===== src/rtl/spc_pkg.sv =====
package spc_pkg;
  // Register byte offsets
  localparam logic [7:0] SPC_OFF_CMD = 8'h00;
  localparam logic [7:0] SPC_OFF_CFG = 8'h04;
  localparam logic [7:0] SPC_OFF_IEN = 8'h08;
  localparam logic [7:0] SPC_OFF_IDIS = 8'h0C;
  localparam logic [7:0] SPC_OFF_IMASK = 8'h10;
  localparam logic [7:0] SPC_OFF_STAT = 8'h14;
  // Command register bit positions
  localparam int SPC_CMD_TO_START = 11;
  localparam int SPC_CMD_SEND_ADDR = 12;
  localparam int SPC_CMD_ITER_CLR = 13;
  localparam int SPC_CMD_NONACK_FLAG_CLR = 14;
  localparam int SPC_CMD_TO_REARM = 15;
  localparam int SPC_CMD_DTR_ASSERT = 16;
  localparam int SPC_CMD_DTR_RELEASE = 17;
  localparam int SPC_CMD_RTS_ASSERT = 18;
  localparam int SPC_CMD_RTS_RELEASE = 19;
  // Configuration register field positions
  localparam int SPC_CFG_MODE_LSB = 0;
  localparam int SPC_CFG_CLKS_LSB = 4;
  localparam int SPC_CFG_CHAR_LENGTH_FIELD_LSB = 6;
  localparam int SPC_CFG_SYNC = 8;
  localparam int SPC_CFG_PAR_LSB = 9;
  localparam int SPC_CFG_STOP_LSB = 12;
  localparam int SPC_CFG_CHANNEL_TEST_MODE_LSB = 14;
  localparam int SPC_CFG_BIT_ORDER_SELECT = 16;
  localparam int SPC_CFG_NINE = 17;
  localparam int SPC_CFG_CLOCK_OUTPUT_ENABLE = 18;
  localparam int SPC_CFG_OVER = 19;
  localparam int SPC_CFG_NONACK_FLAG_INHIBIT = 20;
  localparam int SPC_CFG_SUCCESSIVE_NONACK_FLAG_DISABLE = 21;
  localparam int SPC_CFG_MAXIT_LSB = 24;
  localparam int SPC_CFG_FILTER = 28;
  // Writable bits of the configuration register
  localparam logic [31:0] SPC_CFG_WMASK = 32'h173F_FFFF;
  // Interrupt source positions owned by this block
  localparam int SPC_IRQ_ITER = 10;
  localparam int SPC_IRQ_NONACK_FLAG = 13;
  localparam int SPC_IRQ_MODEM_LSB = 16;
  // Implemented interrupt sources
  localparam logic [31:0] SPC_IRQ_VALID = 32'h000F_3FFF;
  // Reset values
  localparam logic [31:0] SPC_CFG_RST = 32'h0000_0000;
  localparam logic [31:0] SPC_IMASK_RST = 32'h0000_0000;
  // Mode, clock and parity codes that the logic decodes
  localparam logic [3:0] SPC_MODE_ISO_T0 = 4'h4;
  localparam logic [3:0] SPC_MODE_ISO_T1 = 4'h6;
  localparam logic [1:0] SPC_CLK_EXT = 2'h3;
  localparam logic [1:0] SPC_PAR_MULTIDROP = 2'h3;
  // Channel wiring modes
  typedef enum logic [1:0] {
    SPC_CH_NORMAL, SPC_CH_ECHO, SPC_CH_LOCAL, SPC_CH_REMOTE
  } spc_channel_test_mode_e;
endpackage


===== src/rtl/spc_serial_port_ctrl.sv =====
`timescale 1ns/1ps
// Summary of operation
// - Time-out start waits for a received character
// - Send-address marks next character in multi-drop
// - Iteration clear works only in smart-card modes
// - NONACK_FLAG clear command clears non-acknowledge flag
// - Time-out rearm command restarts receive time-out
// - Terminal-ready commands drive pin low or high
// - Request-to-send commands drive pin low or high
// - Four-bit field selects operating mode
// - Clock select; serial clock driven when allowed
// - Length field 5 to 8, nine-bit overrides
// - Sync bit selects asynchronous or synchronous
// - Parity field: even, odd, forced, none, multi-drop
// - Stop bits: one, one-and-half async, two
// - Channel mode: normal, echo, local, remote loop
// - Bit order: LSB or MSB first
// - Oversampling sixteen or eight per bit
// - NONACK_FLAG inhibit suppresses non-acknowledge
// - Without successive disable, NONACK_FLAG every parity error
// - With disable, count errors, stop, raise iteration
// - Maximum iteration field sets error limit
// - Infrared filter: two-of-three majority vote
// - Interrupt enable writes set mask bits
// - Modem change sources sit at bits 16-19
// - Interrupt disable writes clear mask bits
// - Mask register reads back enabled sources
module spc_serial_port_ctrl
  import spc_pkg::*;
#(
  parameter int ITER_W = 3
) (
  // Clock and reset
  input wire logic sys_clk,
  input wire logic rst,
  // APB slave
  input wire logic [7:0] paddr,
  input wire logic psel,
  input wire logic penable,
  input wire logic pwrite,
  input wire logic [31:0] pwdata,
  output logic [31:0] prdata,
  output logic pready,
  output logic pslverr,
  // Events from the transmitter and receiver
  input wire logic tx_char_load,
  input wire logic tx_serial,
  input wire logic rx_parity_err,
  input wire logic rx_char_ok,
  input wire logic nonack_flag_seen,
  input wire logic sample_tick,
  input wire logic [31:0] ext_status,
  // Serial and modem pins
  input wire logic rxd_pin,
  input wire logic [3:0] modem_pins,
  output logic txd_pin,
  output logic dtr_n,
  output logic rts_n,
  output logic sck_oe_n,
  output logic irq,
  // Toward the receiver and transmitter
  output logic rx_line,
  output logic tx_addr_bit,
  output logic timeout_start,
  output logic timeout_rearm,
  output logic nonack_flag_req,
  // Decoded configuration
  output logic [3:0] op_mode,
  output logic [1:0] clk_src,
  output logic [3:0] char_bits,
  output logic sync_mode,
  output logic [2:0] parity_type,
  output logic [1:0] stop_bits,
  output logic msb_first,
  output logic over8
);

  // Whole module state in one record
  typedef struct packed {
    logic pready;
    logic pslverr;
    logic [31:0] prdata;
    logic [31:0] cfg;
    logic [31:0] imask;
    logic iter_flag;
    logic nonack_flag_flag;
    logic [3:0] modem_chg;
    logic [3:0] modem_s1;
    logic [3:0] modem_s2;
    logic [3:0] modem_last;
    logic modem_primed;
    logic rxd_s1;
    logic rxd_s2;
    logic [2:0] filt_hist;
    logic rxd_f;
    logic txd;
    logic rx_line;
    logic dtr_n;
    logic rts_n;
    logic to_start;
    logic to_rearm;
    logic addr_pend;
    logic tx_addr_bit;
    logic nonack_flag_req;
    logic [ITER_W-1:0] iter_cnt;
    logic irq;
    logic sck_oe_n;
    logic [3:0] char_bits;
  } spc_state_s;

  spc_state_s st_r; // Registered state
  spc_state_s st_nxt; // Next state

  // Two-of-three majority vote
  function automatic logic maj3(input logic [2:0] v);
    maj3 = (v[0] & v[1]) | (v[0] & v[2]) | (v[1] & v[2]);
  endfunction

  // Smart-card protocol modes
  function automatic logic is_iso(input logic [3:0] m);
    is_iso = (m == SPC_MODE_ISO_T0) || (m == SPC_MODE_ISO_T1);
  endfunction

  // Data bits per character from the configuration word
  function automatic logic [3:0] bits_of(input logic [31:0] c);
    if (c[SPC_CFG_NINE]) begin
      bits_of = 4'h9;
    end else begin
      bits_of = 4'h5 + {2'h0, c[SPC_CFG_CHAR_LENGTH_FIELD_LSB +: 2]};
    end
  endfunction

  // Status word as software sees it
  function automatic logic [31:0] stat_of(input spc_state_s s,
                                          input logic [31:0] ext);
    logic [31:0] w;
    w = ext & SPC_IRQ_VALID;
    w[SPC_IRQ_ITER] = s.iter_flag;
    w[SPC_IRQ_NONACK_FLAG] = s.nonack_flag_flag;
    w[SPC_IRQ_MODEM_LSB +: 4] = s.modem_chg;
    stat_of = w;
  endfunction

  // Next-state logic
  always_comb begin
    logic setup;
    logic wr_done;
    logic rd_done;
    logic [31:0] cmd;
    logic [3:0] mode;
    logic [ITER_W-1:0] max_it;
    logic [3:0] modem_ev;
    logic [31:0] stat;
    logic line_in;
    setup = 1'b0;
    wr_done = 1'b0;
    rd_done = 1'b0;
    cmd = 32'h0000_0000;
    mode = st_r.cfg[SPC_CFG_MODE_LSB +: 4];
    max_it = st_r.cfg[SPC_CFG_MAXIT_LSB +: ITER_W];
    modem_ev = 4'h0;
    stat = 32'h0000_0000;
    line_in = 1'b1;
    st_nxt = st_r;

    // Pulses last one cycle unless raised again below
    st_nxt.to_start = 1'b0;
    st_nxt.to_rearm = 1'b0;
    st_nxt.nonack_flag_req = 1'b0;

    // APB: answer in the access cycle that follows setup
    setup = psel && !penable;
    wr_done = psel && penable && st_r.pready && pwrite;
    rd_done = psel && penable && st_r.pready && !pwrite;
    st_nxt.pready = setup;
    st_nxt.pslverr = 1'b0;
    if (setup) begin
      st_nxt.prdata = 32'h0000_0000;
      case (paddr)
        SPC_OFF_CFG: begin
          st_nxt.prdata = st_r.cfg;
        end
        SPC_OFF_IMASK: begin
          st_nxt.prdata = st_r.imask;
        end
        SPC_OFF_STAT: begin
          st_nxt.prdata = stat_of(st_r, ext_status);
        end
        SPC_OFF_CMD, SPC_OFF_IEN, SPC_OFF_IDIS: begin
          // Write-only registers read as zero
          st_nxt.prdata = 32'h0000_0000;
        end
        default: begin
          // Unmapped addresses answer with an error
          st_nxt.pslverr = 1'b1;
        end
      endcase
      // Writes to read-only registers are errors too
      if (pwrite && (paddr == SPC_OFF_IMASK || paddr == SPC_OFF_STAT)) begin
        st_nxt.pslverr = 1'b1;
      end
    end else begin
      st_nxt.prdata = st_r.prdata;
    end

    // Register writes take effect on the completing edge
    if (wr_done) begin
      case (paddr)
        SPC_OFF_CMD: begin
          cmd = pwdata;
        end
        SPC_OFF_CFG: begin
          // Reserved codes are stored as written; software keeps off them
          st_nxt.cfg = pwdata & SPC_CFG_WMASK;
        end
        SPC_OFF_IEN: begin
          st_nxt.imask = st_r.imask | (pwdata & SPC_IRQ_VALID);
        end
        SPC_OFF_IDIS: begin
          st_nxt.imask = st_r.imask & ~pwdata;
        end
        default: begin
          // Other offsets hold nothing writable here
          st_nxt.cfg = st_r.cfg;
        end
      endcase
    end

    // Time-out commands become one-cycle strobes
    st_nxt.to_start = cmd[SPC_CMD_TO_START];
    st_nxt.to_rearm = cmd[SPC_CMD_TO_REARM];

    // Modem outputs: disable wins if both are written together
    if (cmd[SPC_CMD_DTR_ASSERT]) begin
      st_nxt.dtr_n = 1'b0;
    end
    if (cmd[SPC_CMD_DTR_RELEASE]) begin
      st_nxt.dtr_n = 1'b1;
    end
    if (cmd[SPC_CMD_RTS_ASSERT]) begin
      st_nxt.rts_n = 1'b0;
    end
    if (cmd[SPC_CMD_RTS_RELEASE]) begin
      st_nxt.rts_n = 1'b1;
    end

    // Address bit: a pending mark is consumed by the next load
    if (tx_char_load) begin
      st_nxt.tx_addr_bit = st_r.addr_pend;
      st_nxt.addr_pend = 1'b0;
    end
    if (cmd[SPC_CMD_SEND_ADDR] &&
        st_r.cfg[SPC_CFG_PAR_LSB + 1 +: 2] == SPC_PAR_MULTIDROP) begin
      st_nxt.addr_pend = 1'b1;
    end

    // Flag clears first, so same-cycle events below win
    if (cmd[SPC_CMD_ITER_CLR] && is_iso(mode)) begin
      st_nxt.iter_flag = 1'b0;
      st_nxt.iter_cnt = '0;
    end
    if (cmd[SPC_CMD_NONACK_FLAG_CLR]) begin
      st_nxt.nonack_flag_flag = 1'b0;
    end
    if (nonack_flag_seen) begin
      st_nxt.nonack_flag_flag = 1'b1;
    end

    // A clean character ends a run of parity errors
    if (rx_char_ok) begin
      st_nxt.iter_cnt = '0;
    end

    // Smart-card parity error handling
    if (rx_parity_err && is_iso(mode)) begin
      if (!st_r.cfg[SPC_CFG_SUCCESSIVE_NONACK_FLAG_DISABLE]) begin
        st_nxt.nonack_flag_req = !st_r.cfg[SPC_CFG_NONACK_FLAG_INHIBIT];
      end else if (st_r.iter_cnt < max_it) begin
        // Counted error still answered with a NONACK_FLAG
        st_nxt.iter_cnt = st_r.iter_cnt + 1'b1;
        st_nxt.nonack_flag_req = !st_r.cfg[SPC_CFG_NONACK_FLAG_INHIBIT];
        if (st_r.iter_cnt + 1'b1 == max_it) begin
          st_nxt.iter_flag = 1'b1;
        end
      end else begin
        // Limit reached: stay silent and keep the flag raised
        st_nxt.iter_flag = 1'b1;
      end
    end

    // Modem inputs: two-stage sync, then change detect
    st_nxt.modem_s1 = modem_pins;
    st_nxt.modem_s2 = st_r.modem_s1;
    st_nxt.modem_last = st_r.modem_s2;
    st_nxt.modem_primed = 1'b1;
    // Priming avoids a false change on the first edge after reset
    if (st_r.modem_primed) begin
      modem_ev = st_r.modem_s2 ^ st_r.modem_last;
    end
    if (rd_done && paddr == SPC_OFF_STAT) begin
      st_nxt.modem_chg = 4'h0;
    end
    st_nxt.modem_chg = st_nxt.modem_chg | modem_ev;

    // Receive pin: sync, then optional majority filter
    st_nxt.rxd_s1 = rxd_pin;
    st_nxt.rxd_s2 = st_r.rxd_s1;
    if (sample_tick) begin
      st_nxt.filt_hist = {st_r.filt_hist[1:0], st_r.rxd_s2};
    end
    if (st_r.cfg[SPC_CFG_FILTER]) begin
      st_nxt.rxd_f = maj3(st_r.filt_hist);
    end else begin
      st_nxt.rxd_f = st_r.rxd_s2;
    end
    line_in = st_r.rxd_f;

    // Channel wiring between pins, transmitter and receiver
    case (spc_channel_test_mode_e'(st_r.cfg[SPC_CFG_CHANNEL_TEST_MODE_LSB +: 2]))
      SPC_CH_NORMAL: begin
        st_nxt.txd = tx_serial;
        st_nxt.rx_line = line_in;
      end
      SPC_CH_ECHO: begin
        // Receiver still listens while the pin is echoed
        st_nxt.txd = line_in;
        st_nxt.rx_line = line_in;
      end
      SPC_CH_LOCAL: begin
        // Pin idles high while the loop is internal
        st_nxt.txd = 1'b1;
        st_nxt.rx_line = tx_serial;
      end
      SPC_CH_REMOTE: begin
        // Receiver sees idle; the pin pair is joined
        st_nxt.txd = line_in;
        st_nxt.rx_line = 1'b1;
      end
      default: begin
        st_nxt.txd = 1'b1;
        st_nxt.rx_line = 1'b1;
      end
    endcase

    // Serial clock pin is never driven on the external source
    st_nxt.sck_oe_n = !(st_nxt.cfg[SPC_CFG_CLOCK_OUTPUT_ENABLE] &&
      st_nxt.cfg[SPC_CFG_CLKS_LSB +: 2] != SPC_CLK_EXT);
    st_nxt.char_bits = bits_of(st_nxt.cfg);

    // Interrupt from any flagged and enabled source
    stat = stat_of(st_r, ext_status);
    st_nxt.irq = |(stat & st_r.imask);

    // Synchronous reset to a quiet, idle port
    if (rst) begin
      st_nxt = '0;
      st_nxt.cfg = SPC_CFG_RST;
      st_nxt.imask = SPC_IMASK_RST;
      st_nxt.rxd_s1 = 1'b1;
      st_nxt.rxd_s2 = 1'b1;
      // Modem lines idle high; matching that avoids false changes
      st_nxt.modem_s1 = 4'hF;
      st_nxt.modem_s2 = 4'hF;
      st_nxt.modem_last = 4'hF;
      st_nxt.filt_hist = 3'h7;
      st_nxt.rxd_f = 1'b1;
      st_nxt.txd = 1'b1;
      st_nxt.rx_line = 1'b1;
      st_nxt.dtr_n = 1'b1;
      st_nxt.rts_n = 1'b1;
      st_nxt.sck_oe_n = 1'b1;
      st_nxt.char_bits = bits_of(SPC_CFG_RST);
    end
  end

  // State register
  always_ff @(posedge sys_clk) begin
    st_r <= st_nxt;
  end

  // Outputs straight from the state register
  assign prdata = st_r.prdata;
  assign pready = st_r.pready;
  assign pslverr = st_r.pslverr;
  assign txd_pin = st_r.txd;
  assign dtr_n = st_r.dtr_n;
  assign rts_n = st_r.rts_n;
  assign sck_oe_n = st_r.sck_oe_n;
  assign irq = st_r.irq;
  assign rx_line = st_r.rx_line;
  assign tx_addr_bit = st_r.tx_addr_bit;
  assign timeout_start = st_r.to_start;
  assign timeout_rearm = st_r.to_rearm;
  assign nonack_flag_req = st_r.nonack_flag_req;
  assign op_mode = st_r.cfg[SPC_CFG_MODE_LSB +: 4];
  assign clk_src = st_r.cfg[SPC_CFG_CLKS_LSB +: 2];
  assign char_bits = st_r.char_bits;
  assign sync_mode = st_r.cfg[SPC_CFG_SYNC];
  assign parity_type = st_r.cfg[SPC_CFG_PAR_LSB +: 3];
  assign stop_bits = st_r.cfg[SPC_CFG_STOP_LSB +: 2];
  assign msb_first = st_r.cfg[SPC_CFG_BIT_ORDER_SELECT];
  assign over8 = st_r.cfg[SPC_CFG_OVER];

endmodule


===== config.mk =====
export PLATFORM = sky130hd
export DESIGN_NAME = spc_serial_port_ctrl
export DESIGN_NICKNAME = d
export VERILOG_FILES = /design/src/rtl/spc_pkg.sv /design/src/rtl/spc_serial_port_ctrl.sv
export SDC_FILE = /design/constraint.sdc
export NUM_CORES = 1
export LEC_CHECK = 0
export ABC_AREA = 1
export BUFFER_PORTS_ARGS = -buffer_cell sky130_fd_sc_hd__buf_2
export CAP_MARGIN = 20
export CORE_ASPECT_RATIO = 0.75
export CORE_MARGIN = 10
export CORE_UTILIZATION = 50
export CTS_BUF_LIST = sky130_fd_sc_hd__clkbuf_8
export DETAILED_ROUTE_END_ITERATION = 8
export GPL_ROUTABILITY_DRIVEN = 0
export GPL_TIMING_DRIVEN = 0
export HOLD_SLACK_MARGIN = 0.03
export PLACE_DENSITY = 0.87
export SLEW_MARGIN = 20
export SYNTH_ARGS = -nofsm -noshare
export SYNTH_HDL_FRONTEND = slang
export SYNTH_SLANG_ARGS = --single-unit

===== constraint.sdc =====
create_clock -name sys_clk -period 3.7 [get_ports sys_clk]
set_input_delay 0.555 -clock sys_clk [delete_from_list [all_inputs] [get_ports sys_clk]]
set_output_delay 0.555 -clock sys_clk [all_outputs]
set_load 0.01 [all_outputs]

==> results.toml, run 1 <==
[outcome]
status = "finished, final reports clean"

[synth]
synth_cell_types = 33
ys.warnings.count = 0
yosysSeqAreaShare_pct = 44.5
synth_area_leaders = "dfxtp_1, nand2_1, buf_4, a21oi_1, nand3_1"
synth_top_cell_by_area = "dfxtp_1"
ys_ff_latch = 135
synth_nets = 927
synth_cells = 834
avgSynthCellArea_um2 = 7.28
synth_area_um2 = 6070
yosysTopAreaCellShare_pct = 44.5

[cts]
cts_resized = 0
cts_buffers = 17
clock_sinks = 135
h-tree-depth = 4
cts_hold_buf = 0
clk_path_buf_depth = 2
cts_setup_buffers = 0
cts.clk_slew.worst_paths_ns = 0.07
root_buffer = "clkbuf_8"
worstSkewPairLatency_ns = 0.45
cts_tree = "done"

[setup_path]
cp-start-kind = "input port"
cp.required_ns = 4.03
regToRegStartpoint = "pready$_SDFF_PP0_"
crit_type = "in -> reg"
critPathArrivalTime_ns = 2.38
worst-r2r-cell-count = 9
r2r_setup_slack_ns = 1.66
cp_max_fo = 10
cp-end-kind = "flip-flop"
r2r-end = "char_bits[1]$_SDFF_PP0_"

[sta]
tns_ns = 0
period_share_pct = 55.3
relSlewSlack_pct = 53.5
maxSlewViolCount = 0
hold_violations = 0
fmax_ghz = 0.488
grt_setup_unrepaired = "false"
clock_skew_ns = 0.00750
period_needed_ns = 2.05
setup_violations = 0
worstMarginPinSlew_ns = 0.697

[floorplanning]
die_area_um2 = 17000
rows = 34
start_util_pct = 51.7
die_h_um = 115
io_pins = 150
dieWidth_um = 147
coreArea_um2 = 11700

[layout]
area_growth_pct = 19.8
layout_common_cells = "nand2_1, buf_2, dfxtp_1, a21oi_1"
fin_nets = 1074
final_util_pct = 62.0
final_common_cell = "nand2_1"
final_area_um2 = 7280
drive_gt1_share_pct = 25.9

[place]
placed_area_um2 = 6920
io_buffers = 128
hpwl_mm = 13.9

[drt]
vias = 5942
antenna_left = 0
wl_mm = 18.3
wl_per_cell_um = 15.8
avgViaCountPerCell = 5.13
firstDrtPassIters = 6
dr.first_iter.drc_count = 556
drc = 0

[global_route]
grt_max_degree = 17
grt.total_usage_pct = 20.8
grt-ovfl-total = 0
grt_pass1_wl_mm = 28.0
first_global_vias = 5461
antenna_found_initial = 4

[power]
irDropWorstVdd_uv = 269
cellLeakagePower_nw = 3.44
p_per_area_nw_per_um2 = 378

[worst_hold_path]
hold_depth = 2
min_path_type = "in -> reg"
min_from = "pwdata[31]"

[flow_run]
drv_cap = 0
where the power goes:
group          internal, mW  switching (mW)  total (mW)
clock network         0.549           0.554        1.10
registers              1.47          0.0102        1.48
logic                0.0597           0.104       0.164
Yosys cell counts, drive strengths merged:
master and number:
ha 5, xor2 4, or2 14, a21boi 1, o21bai 10, o21ai 45
clkinv 2, o211ai 2, nor3 3, and2 3, a22o 5, buf 64
nor3b 2, nand3 72, dfxtp 135, clkbuf 22, nand4 2, nor2 76
nand2 221, inv 72, a21oi 74
layout make-up:
type                       instances  area [um2]
timing repair buffer             128         641
antenna                            2        5.00
sequential                       135        2700
buffer                            86         543
tap                              162         203
multi-input combinational        539        2550
inverter                          74         278
clock inverter                    13        92.6
clock buffer                      19         262
fill                            1060        4460
critical path, stage by stage:
cell	delay [ns]
buf_2	0.10
nor2_1	0.12
nand3_1	0.12
nor2_4	0.29
nand2_2	0.23
buf_2	0.25
o21ai_0	0.23
inv_1	0.07
ha_1	0.29
nand2_1	0.06
nor2_1	0.06
metal layers:
| metal | global-route usage, % | vias up | share of wire (%) |
|---|---|---|---|
| li1 | - | 2893 | - |
| met1 | 26.6 | 2689 | 42 |
| met2 | 30.9 | 317 | 42 |
| met3 | 9.39 | 39 | 15 |
| met4 | 6.72 | 4 | 1.6 |
| met5 | 0 | - | 0.18 |
stage by stage:
step           instances  setup slack [ns]  total power [mW]  hold slack, ns
2_1_floorplan        834              1.69              1.59           0.389
3_3_place_gp        1124              1.28              1.67           0.392
3_5_place_dp        1124              1.27              1.67           0.394
4_1_cts             1156              1.70              2.75           0.260
5_1_grt             1157              1.53              2.83           0.264
6_report            1158              1.65              2.75           0.270
cells by family (layout without fill, tap and decap cells):
| kind of cell | Yosys count | in the layout | share of synthesized area [%] |
|---|---|---|---|
| AO/OA/AOI/OAI | 137 | 137 | 12.8 |
| other | 0 | 2 | 0 |
| AND/OR/NAND/NOR | 393 | 393 | 27.6 |
| adder cells (fa/ha/maj) | 5 | 5 | 1.03 |
| buffers and inverters | 160 | 320 | 13.5 |
| flip-flops | 135 | 135 | 44.5 |
| XOR/XNOR | 4 | 4 | 0.577 |
worst max path at each step:
stage | start | end | slack, ns | depth (start not counted)
3_3_place_gp | paddr[1] | char_bits[1]$_SDFF_PP0_ | 1.28 | 11
6_report | paddr[1] | char_bits[1]$_SDFF_PP0_ | 1.65 | 11
4_1_cts | pready$_SDFF_PP0_ | char_bits[1]$_SDFF_PP0_ | 1.70 | 9
3_5_place_dp | paddr[1] | char_bits[1]$_SDFF_PP0_ | 1.27 | 11
2_1_floorplan | paddr[1] | char_bits[1]$_SDFF_PP0_ | 1.69 | 10
5_1_grt | pready$_SDFF_PP0_ | char_bits[1]$_SDFF_PP0_ | 1.53 | 9
No activity file was read; power rests on OpenSTA's default activity.
==> run 2: changes to the inputs <==
- clock period: 3.7 -> 1.95 ns (I/O delays scaled with it)
==> results.toml, run 2 (synthesis gave the netlist of run 1 again) <==
[outcome]
status = "finished, final reports clean"

[sta]
period_share_pct = 93.6
setup_slack_ns = 0.124
setup_violations = 0
grt_setup_unrepaired = "false"
maxSlewViolCount = 0
clock_skew_ns = 0.00913
relSlewSlack_pct = 55.8
hold_violations = 0
hold_ws_ns = 0.0471
fmax_ghz = 0.548
worstMarginPinSlew_ns = 0.664
period_needed_ns = 1.83
tns_ns = 0

[global_route]
grt-ovfl-total = 0
grt_pass1_wl_mm = 28.2
grt_max_degree = 17
first_global_vias = 5545
grt.total_usage_pct = 20.9
antenna_found_initial = 4

[place]
post-place-ws_ns = -0.220
dp.cells = 1124
placed_area_um2 = 6920
io_buffers = 128
hpwl_mm = 13.9

[drt]
antenna_left = 0
wl_mm = 18.3
vias = 6032
avgViaCountPerCell = 5.14
drc = 0
wl_per_cell_um = 15.6
dr.first_iter.drc_count = 631
firstDrtPassIters = 9

[layout]
final_cell_count_no_fill = 1174
seq_area_um2 = 2700
final_area_um2 = 7450
final_util_pct = 63.5
fill_cells = 1049
layout_common_cells = "nand2_1, buf_2, dfxtp_1, a21oi_1"
final_common_cell = "nand2_1"
drive_gt1_share_pct = 25.4
area_growth_pct = 22.7
multiInputGateArea_um2 = 2560
fin_nets = 1090

[power]
irDropWorstVdd_uv = 520
p_per_area_nw_per_um2 = 703
cellLeakagePower_nw = 3.53
power_mw = 5.24

[cts]
cts_tree = "done"
h-tree-depth = 4
clock_sinks = 135
worstSkewPairLatency_ns = 0.45
root_buffer = "clkbuf_8"
cts_buffers = 17
clk_path_buf_depth = 2
cts.clk_slew.worst_paths_ns = 0.08

[worst_hold_path]
min_path_type = "in -> reg"
hold_depth = 2

[floorplanning]
rows = 34
coreArea_um2 = 11700
dieWidth_um = 147
io_pins = 150
die_h_um = 115
start_util_pct = 51.7
die_area_um2 = 17000

[setup_path]
crit_type = "reg -> reg"
cp_max_fo = 10
critPathArrivalTime_ns = 2.20
cp.required_ns = 2.32
cp-start-kind = "flip-flop"
cp-end-kind = "flip-flop"
worst-r2r-cell-count = 8

[flow_run]
drv_cap = 0
run 2: cell types whose count changed in the layout (fill, tap and decap cells not counted), sizes merged:
cell and delta:
dlygate4sd3 +16
run 2: path summary, 6_finish.rpt:
check / to / slack, ns / from
setup / recovery: st_r[11]$_SDFFE_PP0P_ / 0.12 / pready$_SDFF_PP0_
hold / removal: st_r[35]$_SDFF_PP1_ / 0.05 / modem_pins[2]
setup reg to reg: st_r[11]$_SDFFE_PP0P_ / 0.12 / pready$_SDFF_PP0_
hold reg to reg: st_r[22]$_SDFF_PP1_ / 0.41 / st_r[23]$_SDFF_PP1_
run 2: final cells by class:
cell class | instances | area share (%)
multi-input cells | 539 | 34.4
plain buffers | 85 | 7.22
inverters | 74 | 3.73
diodes | 2 | 0.0672
clock inverters | 13 | 1.24
well taps | 162 | 2.72
clock buffers | 19 | 3.51
repair buffers | 145 | 10.8
flip-flops and latches | 135 | 36.3
run 2: critical path: stages (launching register included):
cell and delay, ns:
dfxtp_1 0.34, nand2_1 0.12, nor3_4 0.31, buf_4 0.17
buf_4 0.18, nand2_2 0.17, inv_1 0.14, nand4_1 0.15
a21oi_1 0.17
run 2: what timing repair did:
item                                   4_1_cts  5_1_grt
resized for setup                            1        2
cloned                                       0        0
pin swaps                                    0        1
buffers inserted                             0        1
hold buffers                                16        0
setup endpoints to repair                    2        3
endpoints found under the hold margin       16        0
run 2: report_power, final:
part           switching, mW  internal (mW)  total (mW)
logic                  0.203          0.135       0.337
registers             0.0194           2.79        2.81
clock network           1.05           1.04        2.09
total                   1.27           3.97        5.24
run 2: per-layer routing:
layer  part of all wire, %  track usage, %  up-vias  routed length, um
met5                  0.17               0        -                 32
met4                   1.5            6.92        4                282
met3                    14            9.43       35               2610
met2                    42            30.9      359               7770
met1                    42            26.7     2708               7600
li1                      -               -     2926                  -
==> run 3: changes to the inputs <==
- CELL_PAD_IN_SITES_DETAIL_PLACEMENT: default -> 1
- CELL_PAD_IN_SITES_GLOBAL_PLACEMENT: default -> 2
- CORE_UTILIZATION: 50 -> 30
- CTS_CLUSTER_SIZE: default -> 16
- PLACE_DENSITY: 0.87 -> 0.92
==> results.toml, run 3 (synthesis gave the netlist of run 1 again) <==
[floorplanning]
coreArea_um2 = 19600
io_pins = 150
die_h_um = 143
rows = 44
die_area_um2 = 26400
start_util_pct = 31.0
dieWidth_um = 184

[layout]
fill_cells = 2526
final_area_um2 = 7580
drive_gt1_share_pct = 26.1
final_cell_count_no_fill = 1265
area_growth_pct = 24.8
layout_common_cells = "nand2_1, buf_2, dfxtp_1, a21oi_1, nor2_1"
multiInputGateArea_um2 = 2570
fin_nets = 1089
final_common_cell = "nand2_1"
seq_area_um2 = 2700

[drt]
wl_per_cell_um = 17.4
drc = 0
vias = 5899
avgViaCountPerCell = 4.66
dr.first_iter.drc_count = 363
wl_mm = 22.1
antenna_left = 0
firstDrtPassIters = 5

[cts]
clk_path_buf_depth = 2
h-tree-depth = 4
cts_buffers = 17
root_buffer = "clkbuf_8"
cts_tree = "done"
clock_sinks = 135
cts.clk_slew.worst_paths_ns = 0.08
worstSkewPairLatency_ns = 0.46

[setup_path]
crit_slowest_cell = "dfxtp_1"
startpoint = "pready$_SDFF_PP0_"
cp-end-kind = "flip-flop"
crit_chain = "nand2_1 > nor3_4 > buf_4 > buf_4 > nand2_2 > inv_1 > nand2_1 > a21oi_1 > nor2_1"
critPathArrivalTime_ns = 2.16
cp_max_fo = 10
regToRegStartpoint = "pready$_SDFF_PP0_"
crit_path_max_incr_delay_ns = 0.36
cp-start-kind = "flip-flop"
cp.required_ns = 2.27
crit_type = "reg -> reg"

[flow_run]
drv_cap = 0

[place]
io_buffers = 128
hpwl_mm = 16.9
dp.cells = 1215
placed_area_um2 = 7030

[sta]
clock_skew_ns = 0.0124
relSlewSlack_pct = 44.5
setup_violations = 0
grt_setup_unrepaired = "false"
maxSlewViolCount = 0
period_needed_ns = 1.84
hold_violations = 0
worstMarginPinSlew_ns = 0.833
period_share_pct = 94.1
hold_ws_ns = 0.0583
fmax_ghz = 0.545

[power]
cellLeakagePower_nw = 3.52
irDropWorstVdd_uv = 283
power_mw = 5.43
p_per_area_nw_per_um2 = 716

[global_route]
first_global_vias = 6092
grt-ovfl-total = 0
antenna_found_initial = 4
grt_max_degree = 17
grt_pass1_wl_mm = 34.3
grt.total_usage_pct = 17.0

[worst_hold_path]
min_from = "pwdata[24]"
min_path_type = "in -> reg"

[outcome]
status = "finished, final reports clean"
[run 3: timing repair]
item / 4_1_cts / 5_1_grt
setup buffers: 1 / 0
resized for setup: 1 / 4
setup endpoints to repair: 3 / 11
pin swaps: 1 / 1
hold endpoints to repair: 15 / 0
hold buffers: 15 / 0
[run 3: cell type report]
cell class	count	area share (%)
Inverter	74	3.66
Buffer	85	7.09
Sequential cell	135	35.6
Multi-Input combinational cell	539	33.9
Antenna cell	3	0.0990
Clock inverter	15	1.81
Clock buffer	17	3.09
Tap cell	253	4.17
Timing Repair Buffer	144	10.5
[run 3: final timing paths]
kind                                              end  slack (ns)  cells past startpoint
worst max-delay path            st_r[41]$_SDFFE_PP0P_        0.11                      9
worst min-delay path                        flip-flop        0.06                      2
worst max register to register  st_r[41]$_SDFFE_PP0P_        0.11                      9
worst min register to register    st_r[32]$_SDFF_PP1_        0.41                      1
[run 3: metal layers]
metal / GRT usage, % / vias up / routed length, um
met1: 22.6 / 2735 / 10500
li1: - / 2934 / -
met3: 5.98 / 27 / 1920
met5: 0 / - / 13
met4: 4.26 / 2 / 317
met2: 25.5 / 201 / 9280
[run 3: power breakdown]
group | switching, mW | leakage (nW) | total [mW] | internal [mW]
logic | 0.217 | 2.23 | 0.350 | 0.133
registers | 0.0186 | 1.09 | 2.81 | 2.79
clock network | 1.15 | 0.188 | 2.27 | 1.11
total | 1.39 | 3.52 | 5.43 | 4.04
[run 3: worst max-delay path: cells and delay by family (launching register included)]
kind	cells	cell delay [ns]
flops	1	0.36
buf+inv	3	0.55
simple gates	5	0.67
compound gates	1	0.12
[run 3: stage by stage]
step | setup TNS (ns) | worst slack (ns) | utilization (%)
detailed placement | -1.73 | -0.346 | 35.9
floorplan | 0 | 0.174 | -
global placement | -1.14 | -0.301 | 35.9
finish | 0 | 0.115 | 38.7
CTS | 0 | 0.0417 | 38.6
global route | 0 | 0.0309 | 38.7
